**src/rmsr_consts.vh**
```
// Register offsets, reset values, field widths and mode codes for the motion-state registers
`ifndef RMSR_CONSTS_VH
`define RMSR_CONSTS_VH

// Register offsets on the serial register port (register index)
`define RMSR_OFF_ACTUAL_POSITION      7'h18
`define RMSR_OFF_ACTUAL_VELOCITY      7'h19
`define RMSR_OFF_ACTUAL_ACCELERATION  7'h1a
`define RMSR_OFF_START_VELOCITY       7'h1b
`define RMSR_OFF_FIRST_PHASE_ACCEL    7'h1c

// Field widths
`define RMSR_W_POSITION   32
`define RMSR_W_VELOCITY   24
`define RMSR_W_ACCEL_ACT  24
`define RMSR_W_START_VEL  18
`define RMSR_W_PHASE_ACC  18
`define RMSR_W_THRESH_VEL 20

// Reset values
`define RMSR_RST_POSITION  32'h0000_0000
`define RMSR_RST_VELOCITY  24'h00_0000
`define RMSR_RST_ACCEL     24'h00_0000
`define RMSR_RST_START_VEL 18'h0_0000
`define RMSR_RST_PHASE_ACC 18'h0_0000

// Ramp modes
`define RMSR_MODE_POSITIONING 2'h0
`define RMSR_MODE_VEL_POS     2'h1
`define RMSR_MODE_VEL_NEG     2'h2
`define RMSR_MODE_HOLD        2'h3

// Ramp generator update interval in clock cycles
`define RMSR_TICK_CYCLES 16

`endif

```
**src/rmsr_accel_select.v**
```verilog
// Acceleration value picker for the current ramp phase
`timescale 1ns/1ps
`include "rmsr_consts.vh"

module rmsr_accel_select (
  input  wire        clk,                // System clock
  input  wire        rst_n,              // Synchronous reset, active low
  input  wire [22:0] speedMag,           // Present speed magnitude
  input  wire        rising,             // High while speeding up
  input  wire        posMode,            // High in positioning mode
  input  wire [19:0] firstThresholdVelocity, // Phase-one velocity ceiling
  input  wire [17:0] firstPhaseAccel,    // Phase-one acceleration
  input  wire [17:0] firstPhaseDecel,    // Phase-one deceleration
  input  wire [17:0] maximumAcceleration, // Upper-phase acceleration
  input  wire [17:0] maximumDeceleration, // Upper-phase deceleration
  output reg  [17:0] accelSel            // Chosen step size per tick
);

  // Registered pick; the ramp only updates every few cycles, so the lag is harmless
  always @(posedge clk) begin
    if (!rst_n) begin
      accelSel <= 18'h0_0000;
    end else if (!posMode) begin
      // Velocity modes use only the maximum acceleration
      accelSel <= maximumAcceleration;
    end else if ((firstThresholdVelocity == 20'h0_0000) ||
                 ({1'b0, speedMag} >= {4'h0, firstThresholdVelocity})) begin
      // At or above the threshold, or phase one disabled by a zero threshold
      accelSel <= rising ? maximumAcceleration : maximumDeceleration;
    end else begin
      // Below a nonzero first threshold, whether above or below the start velocity
      accelSel <= rising ? firstPhaseAccel : firstPhaseDecel;
    end
  end

endmodule // rmsr_accel_select

```
**src/rmsr_motion_regs.v**
```verilog
// Motion-state registers and first-phase ramp parameters with a compact ramp core
`timescale 1ns/1ps
`include "rmsr_consts.vh"

module rmsr_motion_regs #(
  parameter TICK_CYCLES = `RMSR_TICK_CYCLES // Clock cycles per ramp update
) (
  input  wire        clk,                    // System clock, 100 MHz
  input  wire        rst_n,                  // Synchronous reset, active low
  input  wire [6:0]  regAddr,                // Register index from serial port
  input  wire        regWrite,               // One-cycle write strobe
  input  wire [31:0] regWrData,              // Write data
  output reg  [31:0] regRdData,              // Read data for the addressed register
  input  wire [1:0]  rampMode,               // Positioning, velocity or hold
  input  wire [31:0] targetPosition,         // Destination in positioning mode
  input  wire [22:0] maximumVelocity,        // Cruise speed
  input  wire [17:0] stopVelocity,           // Speed at which a stop may snap to zero
  input  wire [19:0] firstThresholdVelocity, // Phase-one velocity ceiling
  input  wire [17:0] maximumAcceleration,    // Upper-phase acceleration
  input  wire [17:0] maximumDeceleration,    // Upper-phase deceleration
  input  wire [17:0] firstPhaseDecel,        // Phase-one deceleration
  output reg         stepPulse,              // One-cycle step strobe
  output reg         stepDir,                // High for increasing position
  output reg         moving                  // High while speed is not zero
);

  // One-hot ramp states
  localparam [2:0] ST_STILL = 3'b001;
  localparam [2:0] ST_MOVE  = 3'b010;
  localparam [2:0] ST_BRAKE = 3'b100;

  // Software-visible state
  reg  [31:0] actualPosition;      // Signed position
  reg  [23:0] actualVelocity;      // Signed velocity
  reg  [23:0] actualAcceleration;  // Applied acceleration magnitude
  reg  [17:0] startVelocity;       // Start speed
  reg  [17:0] firstPhaseAccel;     // Phase-one acceleration

  // Ramp core state
  reg  [2:0]  state;               // One-hot ramp state
  reg  [7:0]  tickCnt;             // Update interval counter
  reg  [22:0] speedMag;            // Speed magnitude
  reg         dirUp;               // Present direction
  reg  [22:0] posFrac;             // Fractional step accumulator
  reg         tick;                // Ramp update strobe

  // Combinational ramp decisions
  reg  [22:0] next_speed;          // Speed after this update
  reg         next_dirUp;          // Direction after this update
  reg  [22:0] tgtSpeed;            // Speed to steer toward
  reg         wantUp;              // Direction the mode asks for
  reg  [23:0] applied;             // Magnitude of speed change

  wire        posMode  = (rampMode == `RMSR_MODE_POSITIONING);
  wire [32:0] distance = {targetPosition[31], targetPosition} -
                         {actualPosition[31], actualPosition};
  wire [31:0] distMag  = distance[32] ? (~distance[31:0] + 32'h0000_0001) : distance[31:0];
  wire        atTarget = (distance == 33'h0_0000_0000);
  wire [27:0] distCap  = (distMag[31:28] != 4'h0) ? 28'hFFF_FFFF : distMag[27:0];
  wire [45:0] speedSq  = speedMag * speedMag;
  // Full-width product; inside a concatenation it would shrink to 28 bits
  wire [45:0] brakeProd = distCap * maximumDeceleration;
  // Speed and acceleration count 2^-23 steps, so the stopping distance in steps is
  // speed^2 / (2^24 * deceleration); dropping 24 bits puts both sides in steps
  wire        mustBrake = ({24'h00_0000, speedSq[45:24]} >= brakeProd);
  wire [17:0] accelSel;            // Acceleration picked for this phase
  wire [23:0] stepSum  = {1'b0, posFrac} + {1'b0, speedMag};
  wire        wrHit;               // Write reaches this block

  // Decoding used by the write path only; the read mux decodes the index itself
  function isOurs;
    input [6:0] a;
    begin
      isOurs = (a >= `RMSR_OFF_ACTUAL_POSITION) && (a <= `RMSR_OFF_FIRST_PHASE_ACCEL);
    end
  endfunction

  assign wrHit = regWrite && isOurs(regAddr);

  // Acceleration for the present phase
  rmsr_accel_select u_accel (
    .clk                    (clk),
    .rst_n                  (rst_n),
    .speedMag               (speedMag),
    .rising                 (speedMag < tgtSpeed),
    .posMode                (posMode),
    .firstThresholdVelocity (firstThresholdVelocity),
    .firstPhaseAccel        (firstPhaseAccel),
    .firstPhaseDecel        (firstPhaseDecel),
    .maximumAcceleration    (maximumAcceleration),
    .maximumDeceleration    (maximumDeceleration),
    .accelSel               (accelSel)
  );

  // Update interval timer
  always @(posedge clk) begin
    if (!rst_n) begin
      tickCnt <= 8'h00;
      tick    <= 1'b0;
    end else if (tickCnt == TICK_CYCLES[7:0] - 8'h01) begin
      tickCnt <= 8'h00;
      tick    <= 1'b1;
    end else begin
      tickCnt <= tickCnt + 8'h01;
      tick    <= 1'b0;
    end
  end

  // Target speed and direction from the mode
  always @* begin
    wantUp   = dirUp;
    tgtSpeed = speedMag;
    case (rampMode)
      `RMSR_MODE_POSITIONING: begin
        wantUp = ~distance[32];
        // A fresh position write lands here and starts motion if off target
        if (atTarget || (maximumVelocity == 23'h00_0000)) begin
          tgtSpeed = 23'h00_0000;
        end else if (mustBrake) begin
          tgtSpeed = 23'h00_0000;
        end else begin
          tgtSpeed = maximumVelocity;
        end
      end
      `RMSR_MODE_VEL_POS: begin
        wantUp   = 1'b1;
        tgtSpeed = maximumVelocity;
      end
      `RMSR_MODE_VEL_NEG: begin
        wantUp   = 1'b0;
        tgtSpeed = maximumVelocity;
      end
      default: begin
        // Hold keeps the present speed
        wantUp   = dirUp;
        tgtSpeed = speedMag;
      end
    endcase
    // Reversal needs a stop first
    if ((speedMag != 23'h00_0000) && (wantUp != dirUp)) begin
      tgtSpeed = 23'h00_0000;
    end
  end

  // Next speed: ramp toward target by the picked acceleration
  always @* begin
    next_speed = speedMag;
    next_dirUp = dirUp;
    applied    = 24'h00_0000;
    if (speedMag == 23'h00_0000) begin
      next_dirUp = wantUp;
    end
    if (posMode && atTarget) begin
      // Arrived: hold still
      next_speed = 23'h00_0000;
    end else if (speedMag < tgtSpeed) begin
      if (posMode && (speedMag == 23'h00_0000) && (startVelocity != 18'h0_0000)) begin
        // Jump straight to start speed, positioning mode only
        next_speed = ({5'h00, startVelocity} < tgtSpeed) ?
                     {5'h00, startVelocity} : tgtSpeed;
      end else if ((tgtSpeed - speedMag) > {5'h00, accelSel}) begin
        next_speed = speedMag + {5'h00, accelSel};
      end else begin
        next_speed = tgtSpeed;
      end
      applied = {6'h00, accelSel};
    end else if (speedMag > tgtSpeed) begin
      if (posMode && (tgtSpeed == 23'h00_0000) &&
          (speedMag <= {5'h00, stopVelocity}) && mustBrake) begin
        // Slow enough to stop outright
        next_speed = 23'h00_0000;
      end else if ((speedMag - tgtSpeed) > {5'h00, accelSel}) begin
        next_speed = speedMag - {5'h00, accelSel};
      end else begin
        next_speed = tgtSpeed;
      end
      applied = {6'h00, accelSel};
    end
  end

  // Ramp state, speed, position and stepping
  always @(posedge clk) begin
    if (!rst_n) begin
      state              <= ST_STILL;
      speedMag           <= 23'h00_0000;
      dirUp              <= 1'b1;
      posFrac            <= 23'h00_0000;
      actualPosition     <= `RMSR_RST_POSITION;
      actualVelocity     <= `RMSR_RST_VELOCITY;
      actualAcceleration <= `RMSR_RST_ACCEL;
      stepPulse          <= 1'b0;
      stepDir            <= 1'b1;
      moving             <= 1'b0;
    end else begin
      stepPulse <= 1'b0;
      if (wrHit && (regAddr == `RMSR_OFF_ACTUAL_POSITION)) begin
        // Software write wins over a step in the same cycle; homing use only
        actualPosition <= regWrData;
      end else if (tick && stepSum[23] && !(posMode && atTarget)) begin
        // Accumulator overflow gives one microstep
        actualPosition <= dirUp ? actualPosition + 32'h0000_0001 :
                                  actualPosition - 32'h0000_0001;
        stepPulse      <= 1'b1;
      end
      if (tick) begin
        posFrac            <= stepSum[22:0];
        speedMag           <= next_speed;
        dirUp              <= next_dirUp;
        stepDir            <= next_dirUp;
        moving             <= (next_speed != 23'h00_0000);
        actualAcceleration <= applied;
        // Signed readback; negative when moving down
        actualVelocity     <= next_dirUp ? {1'b0, next_speed} :
                                           (~{1'b0, next_speed} + 24'h00_0001);
        case (state)
          ST_STILL: state <= (next_speed != 23'h00_0000) ? ST_MOVE : ST_STILL;
          ST_MOVE:  state <= (next_speed == 23'h00_0000) ? ST_STILL :
                             ((next_speed < speedMag) ? ST_BRAKE : ST_MOVE);
          ST_BRAKE: state <= (next_speed == 23'h00_0000) ? ST_STILL :
                             ((next_speed > speedMag) ? ST_MOVE : ST_BRAKE);
          default:  state <= ST_STILL;
        endcase
      end
    end
  end

  // Writable parameter registers; upper bits dropped on write
  always @(posedge clk) begin
    if (!rst_n) begin
      startVelocity   <= `RMSR_RST_START_VEL;
      firstPhaseAccel <= `RMSR_RST_PHASE_ACC;
    end else if (wrHit) begin
      case (regAddr)
        `RMSR_OFF_START_VELOCITY:    startVelocity   <= regWrData[17:0];
        `RMSR_OFF_FIRST_PHASE_ACCEL: firstPhaseAccel <= regWrData[17:0];
        default: ;
      endcase
    end
  end

  // Registered read mux; read-only and unmapped indexes ignore writes
  always @(posedge clk) begin
    if (!rst_n) begin
      regRdData <= 32'h0000_0000;
    end else begin
      case (regAddr)
        `RMSR_OFF_ACTUAL_POSITION:     regRdData <= actualPosition;
        `RMSR_OFF_ACTUAL_VELOCITY:     regRdData <= {8'h00, actualVelocity};
        `RMSR_OFF_ACTUAL_ACCELERATION: regRdData <= {8'h00, actualAcceleration};
        `RMSR_OFF_START_VELOCITY:      regRdData <= {14'h0000, startVelocity};
        `RMSR_OFF_FIRST_PHASE_ACCEL:   regRdData <= {14'h0000, firstPhaseAccel};
        default:                       regRdData <= 32'h0000_0000;
      endcase
    end
  end

endmodule // rmsr_motion_regs

```
**config.mk**
```make
export PLATFORM = sky130hd
export DESIGN_NAME = rmsr_motion_regs
export DESIGN_NICKNAME = d
export VERILOG_FILES = /design/src/rmsr_accel_select.v /design/src/rmsr_motion_regs.v
export VERILOG_INCLUDE_DIRS = /design/src
export SDC_FILE = /design/constraint.sdc
export NUM_CORES = 2
export LEC_CHECK = 0
export BUFFER_PORTS_ARGS = -buffer_cell sky130_fd_sc_hd__buf_2
export CAP_MARGIN = 20
export CORE_MARGIN = 2
export CORE_UTILIZATION = 55
export CTS_CLUSTER_DIAMETER = 50
export DETAILED_ROUTE_END_ITERATION = 8
export PLACE_DENSITY = 0.74
export SLEW_MARGIN = 15
export SYNTH_ARGS = -nofsm -noshare
export SYNTH_HDL_FRONTEND = slang
export SYNTH_SLANG_ARGS = --single-unit
```
**constraint.sdc**
```tcl
create_clock -name clk -period 21.5 [get_ports clk]
set_input_delay 1.075 -clock clk [delete_from_list [all_inputs] [get_ports clk]]
set_output_delay 1.075 -clock clk [all_outputs]
set_load 0.01 [all_outputs]
```
==> impl_results.md <==
- Congestion Overflow GR: 0
- Vias in the first global route: 49.2k
- Tot GR Track Use: 0.370
- RSZ-0062 raised after global routing: false
- Die Span Y: approximately 320 um
- Placement Setup Slack: between 300 and 400 ps
- Clock tree sinks: 217
- CTS tree: done
- Number of unique standard cell types used by synthesis: 104
- Yosys reg bits: 217
- Final Wtd Congestion: 1.04
- Crit path kind: reg2reg
- Tmin final: just over 20000 ps
- Non-Filler Instances: roughly 8.0k
- First DRT Iteration DRCs: ~4.4k
- PostCTS Resize Cnt: 0
- Mean Syn Cell Area: 8.14 um^2
- H-tree depth: 1
- WL/cell: roughly 23 um
- # hold bufs at CTS: 0
- FP Rows: between 100 and 150
- Setup violators final: 0
- Register area share after synthesis: 0.0803
- CTS Buf Count: 26
- Area grow syn2layout: 6.23%
- # IOs: between 200 and 250
- DRC viols: 0
- WP data arrival: 20840 ps
- Synth Net Count: a little over 8k
- Worst Tran Pin Value: 1160 ps
- Clock Path Buffers: 3
- Clock root buffer: clkbuf_16
- Worst setup SP type: flop
- Setup TNS: 0 ps
- Die footprint: 101000 um^2
- Max Freq: between 40 and 50 MHz
- Post-DP HPWL: 152000 um
- Final Net Count: 8272
- Worst Setup End Kind: flop
- CP max stage delay: 880 ps
- Initial Utilization: 0.552
- First-pass iteration count of the detailed router: 6
- Remaining antenna violation count after routing: 0
- Final worst setup slack: 1150 ps
- Port Buf Inserts: 225
- Initial antenna violation count: 14
- Worst Clk Skew: 23.9 ps
- Worst-path fanout max: 19
- Worst path most repeated cell: fa_1
- Core Area: 98000 um^2
- Vias per inst: around 6
- First-pass GRT wire length: slightly below 300000 um
- Max_cap viols: 0
- Status: completed
- Critical Path RT: 21990 ps
- Via count: 48.4k
- Worst-path clk slew: 70 ps
- Die Width: 318 um
- EDFF count, synth: 0
- Hold WC Path Type: reg2reg
- Final Max Tran Viols: 0
- Layout cell share with drive strength beyond 1: 0.0727
- Period Utilization, post-route: 0.946
- Worst-Skew Late Latency: 560 ps
- Largest net degree at the start of global routing: 70
- Synth Flop Type: dfxtp_1
- DP Cell Count: 7955
- Crit-path slowest cell: dfxtp_1
- Synth warn: 0
- Synth Instances: 6646
- Rel. slew slack: 0.216
- Final wirelength: 188000 um
- Cell area after synthesis: about 54000 um^2
- Fin. Hold Viols: 0
- Post-CTS setup buffers: 0
- Fraction of registers with async set/reset: 0
==> worst paths after layout <==
| path | end | cells after the start | slack, ps | start |
|---|---|---|---|---|
| worst max-delay path | actualVelocity[15]$_SDFFE_PN0P_ | 74 | 1150 | speedMag[5]$_SDFFE_PN0P_ |
| worst min-delay path | actualVelocity[16]$_SDFFE_PN0P_ | 2 | 460 | actualVelocity[16]$_SDFFE_PN0P_ |
| worst max register to register | actualVelocity[15]$_SDFFE_PN0P_ | 74 | 1150 | speedMag[5]$_SDFFE_PN0P_ |
| worst min register to register | actualVelocity[16]$_SDFFE_PN0P_ | 2 | 460 | actualVelocity[16]$_SDFFE_PN0P_ |
==> area by class of cell <==
class | instances | area (um^2)
multi-input combinational | 4966 | 44300
fill | 8908 | 40500
sequential | 217 | 4350
inverter | 1147 | 4310
timing repair buffer | 339 | 1980
tap | 1287 | 1610
clock buffer | 33 | 717
clock inverter | 14 | 160
antenna | 8 | 20.0
==> per-layer routing <==
layer,track usage,part of all wire,vias to the layer above
met5,0,0.00062,-
met4,0.188,0.061,18
met3,0.0637,0.096,544
met2,0.588,0.45,2525
met1,0.486,0.40,23600
li1,-,-,21700
==> synth_stat cells, types with 23 or more instances <==
cell,count,area share
a211oi_1,73,0.010
a21o_1,90,0.012
a21oi_1,324,0.030
a22oi_1,47,0.0065
a31oi_1,38,0.0044
and2_1,247,0.029
and3_1,52,0.0060
buf_1,29,0.0020
clkbuf_1,271,0.019
dfxtp_1,217,0.080
fa_1,809,0.30
ha_1,575,0.13
inv_1,1138,0.079
mux2i_1,140,0.026
nand2_1,794,0.055
nand2b_1,32,0.0037
nand3_1,92,0.0085
nand4_1,56,0.0065
nor2_1,486,0.034
nor2b_1,40,0.0046
nor3_1,80,0.0074
nor4_1,39,0.0045
o211ai_1,50,0.0069
o21a_1,65,0.0090
o21ai_0,199,0.018
o21bai_1,25,0.0035
o31ai_1,23,0.0032
or3_1,39,0.0045
xnor2_1,145,0.023
xor2_1,82,0.013
==> per-stage QoR <==
step	hold WS (ps)	utilization	instance area, um^2
finish	459	0.586	57500
global route	476	0.586	57400
CTS	459	0.586	57400
detailed placement	447	0.577	56500
global placement	446	0.577	56500
floorplan	426	-	54100
==> cell usage in the layout, fill, tap and decap left out, types with 64 or more instances in the layout <==
master	count
inv_1	1137
fa_1	809
nand2_1	790
ha_1	574
nor2_1	486
a21oi_1	324
and2_1	247
buf_2	226
dfxtp_1	216
o21ai_0	199
xnor2_1	145
mux2i_1	140
buf_4	113
nand3_1	91
a21o_1	90
xor2_1	82
nor3_1	80
a211oi_1	73
o21a_1	64
==> worst max-delay path, delay by kind of cell, from the launching register on <==
family                     cells  cell delay (ps)
AOI/OAI and AO/OA             28             8130
xor gates and xnor gates       2              290
adders and majority gates     11             4720
buffers and inverters          7             1300
DFF                            1              880
muxes                          1              130
and+or+nand+nor               25             4790
==> state kept, by name, summed over array words and instances (netlist names), 8 cells and up <==
register	cells
firstPhaseAccel	18
speedMag	22
tickCnt	8
startVelocity	18
actualAcceleration	18
regRdData	32
u_accel.accelSel	18
actualVelocity	24
posFrac	23
actualPosition	32
==> cells by family after synthesis <==
logic type	share of synthesized area
AND/OR/NAND/NOR	0.177
buffers and inverters	0.102
adder cells (fa/ha/maj)	0.432
AO/OA/AOI/OAI	0.142
XOR/XNOR	0.0368
flip-flops	0.0803
multiplexers	0.0297
Power is not shown: default switching activity piles up to over one toggle a cycle in this logic, so the estimate is an artifact.
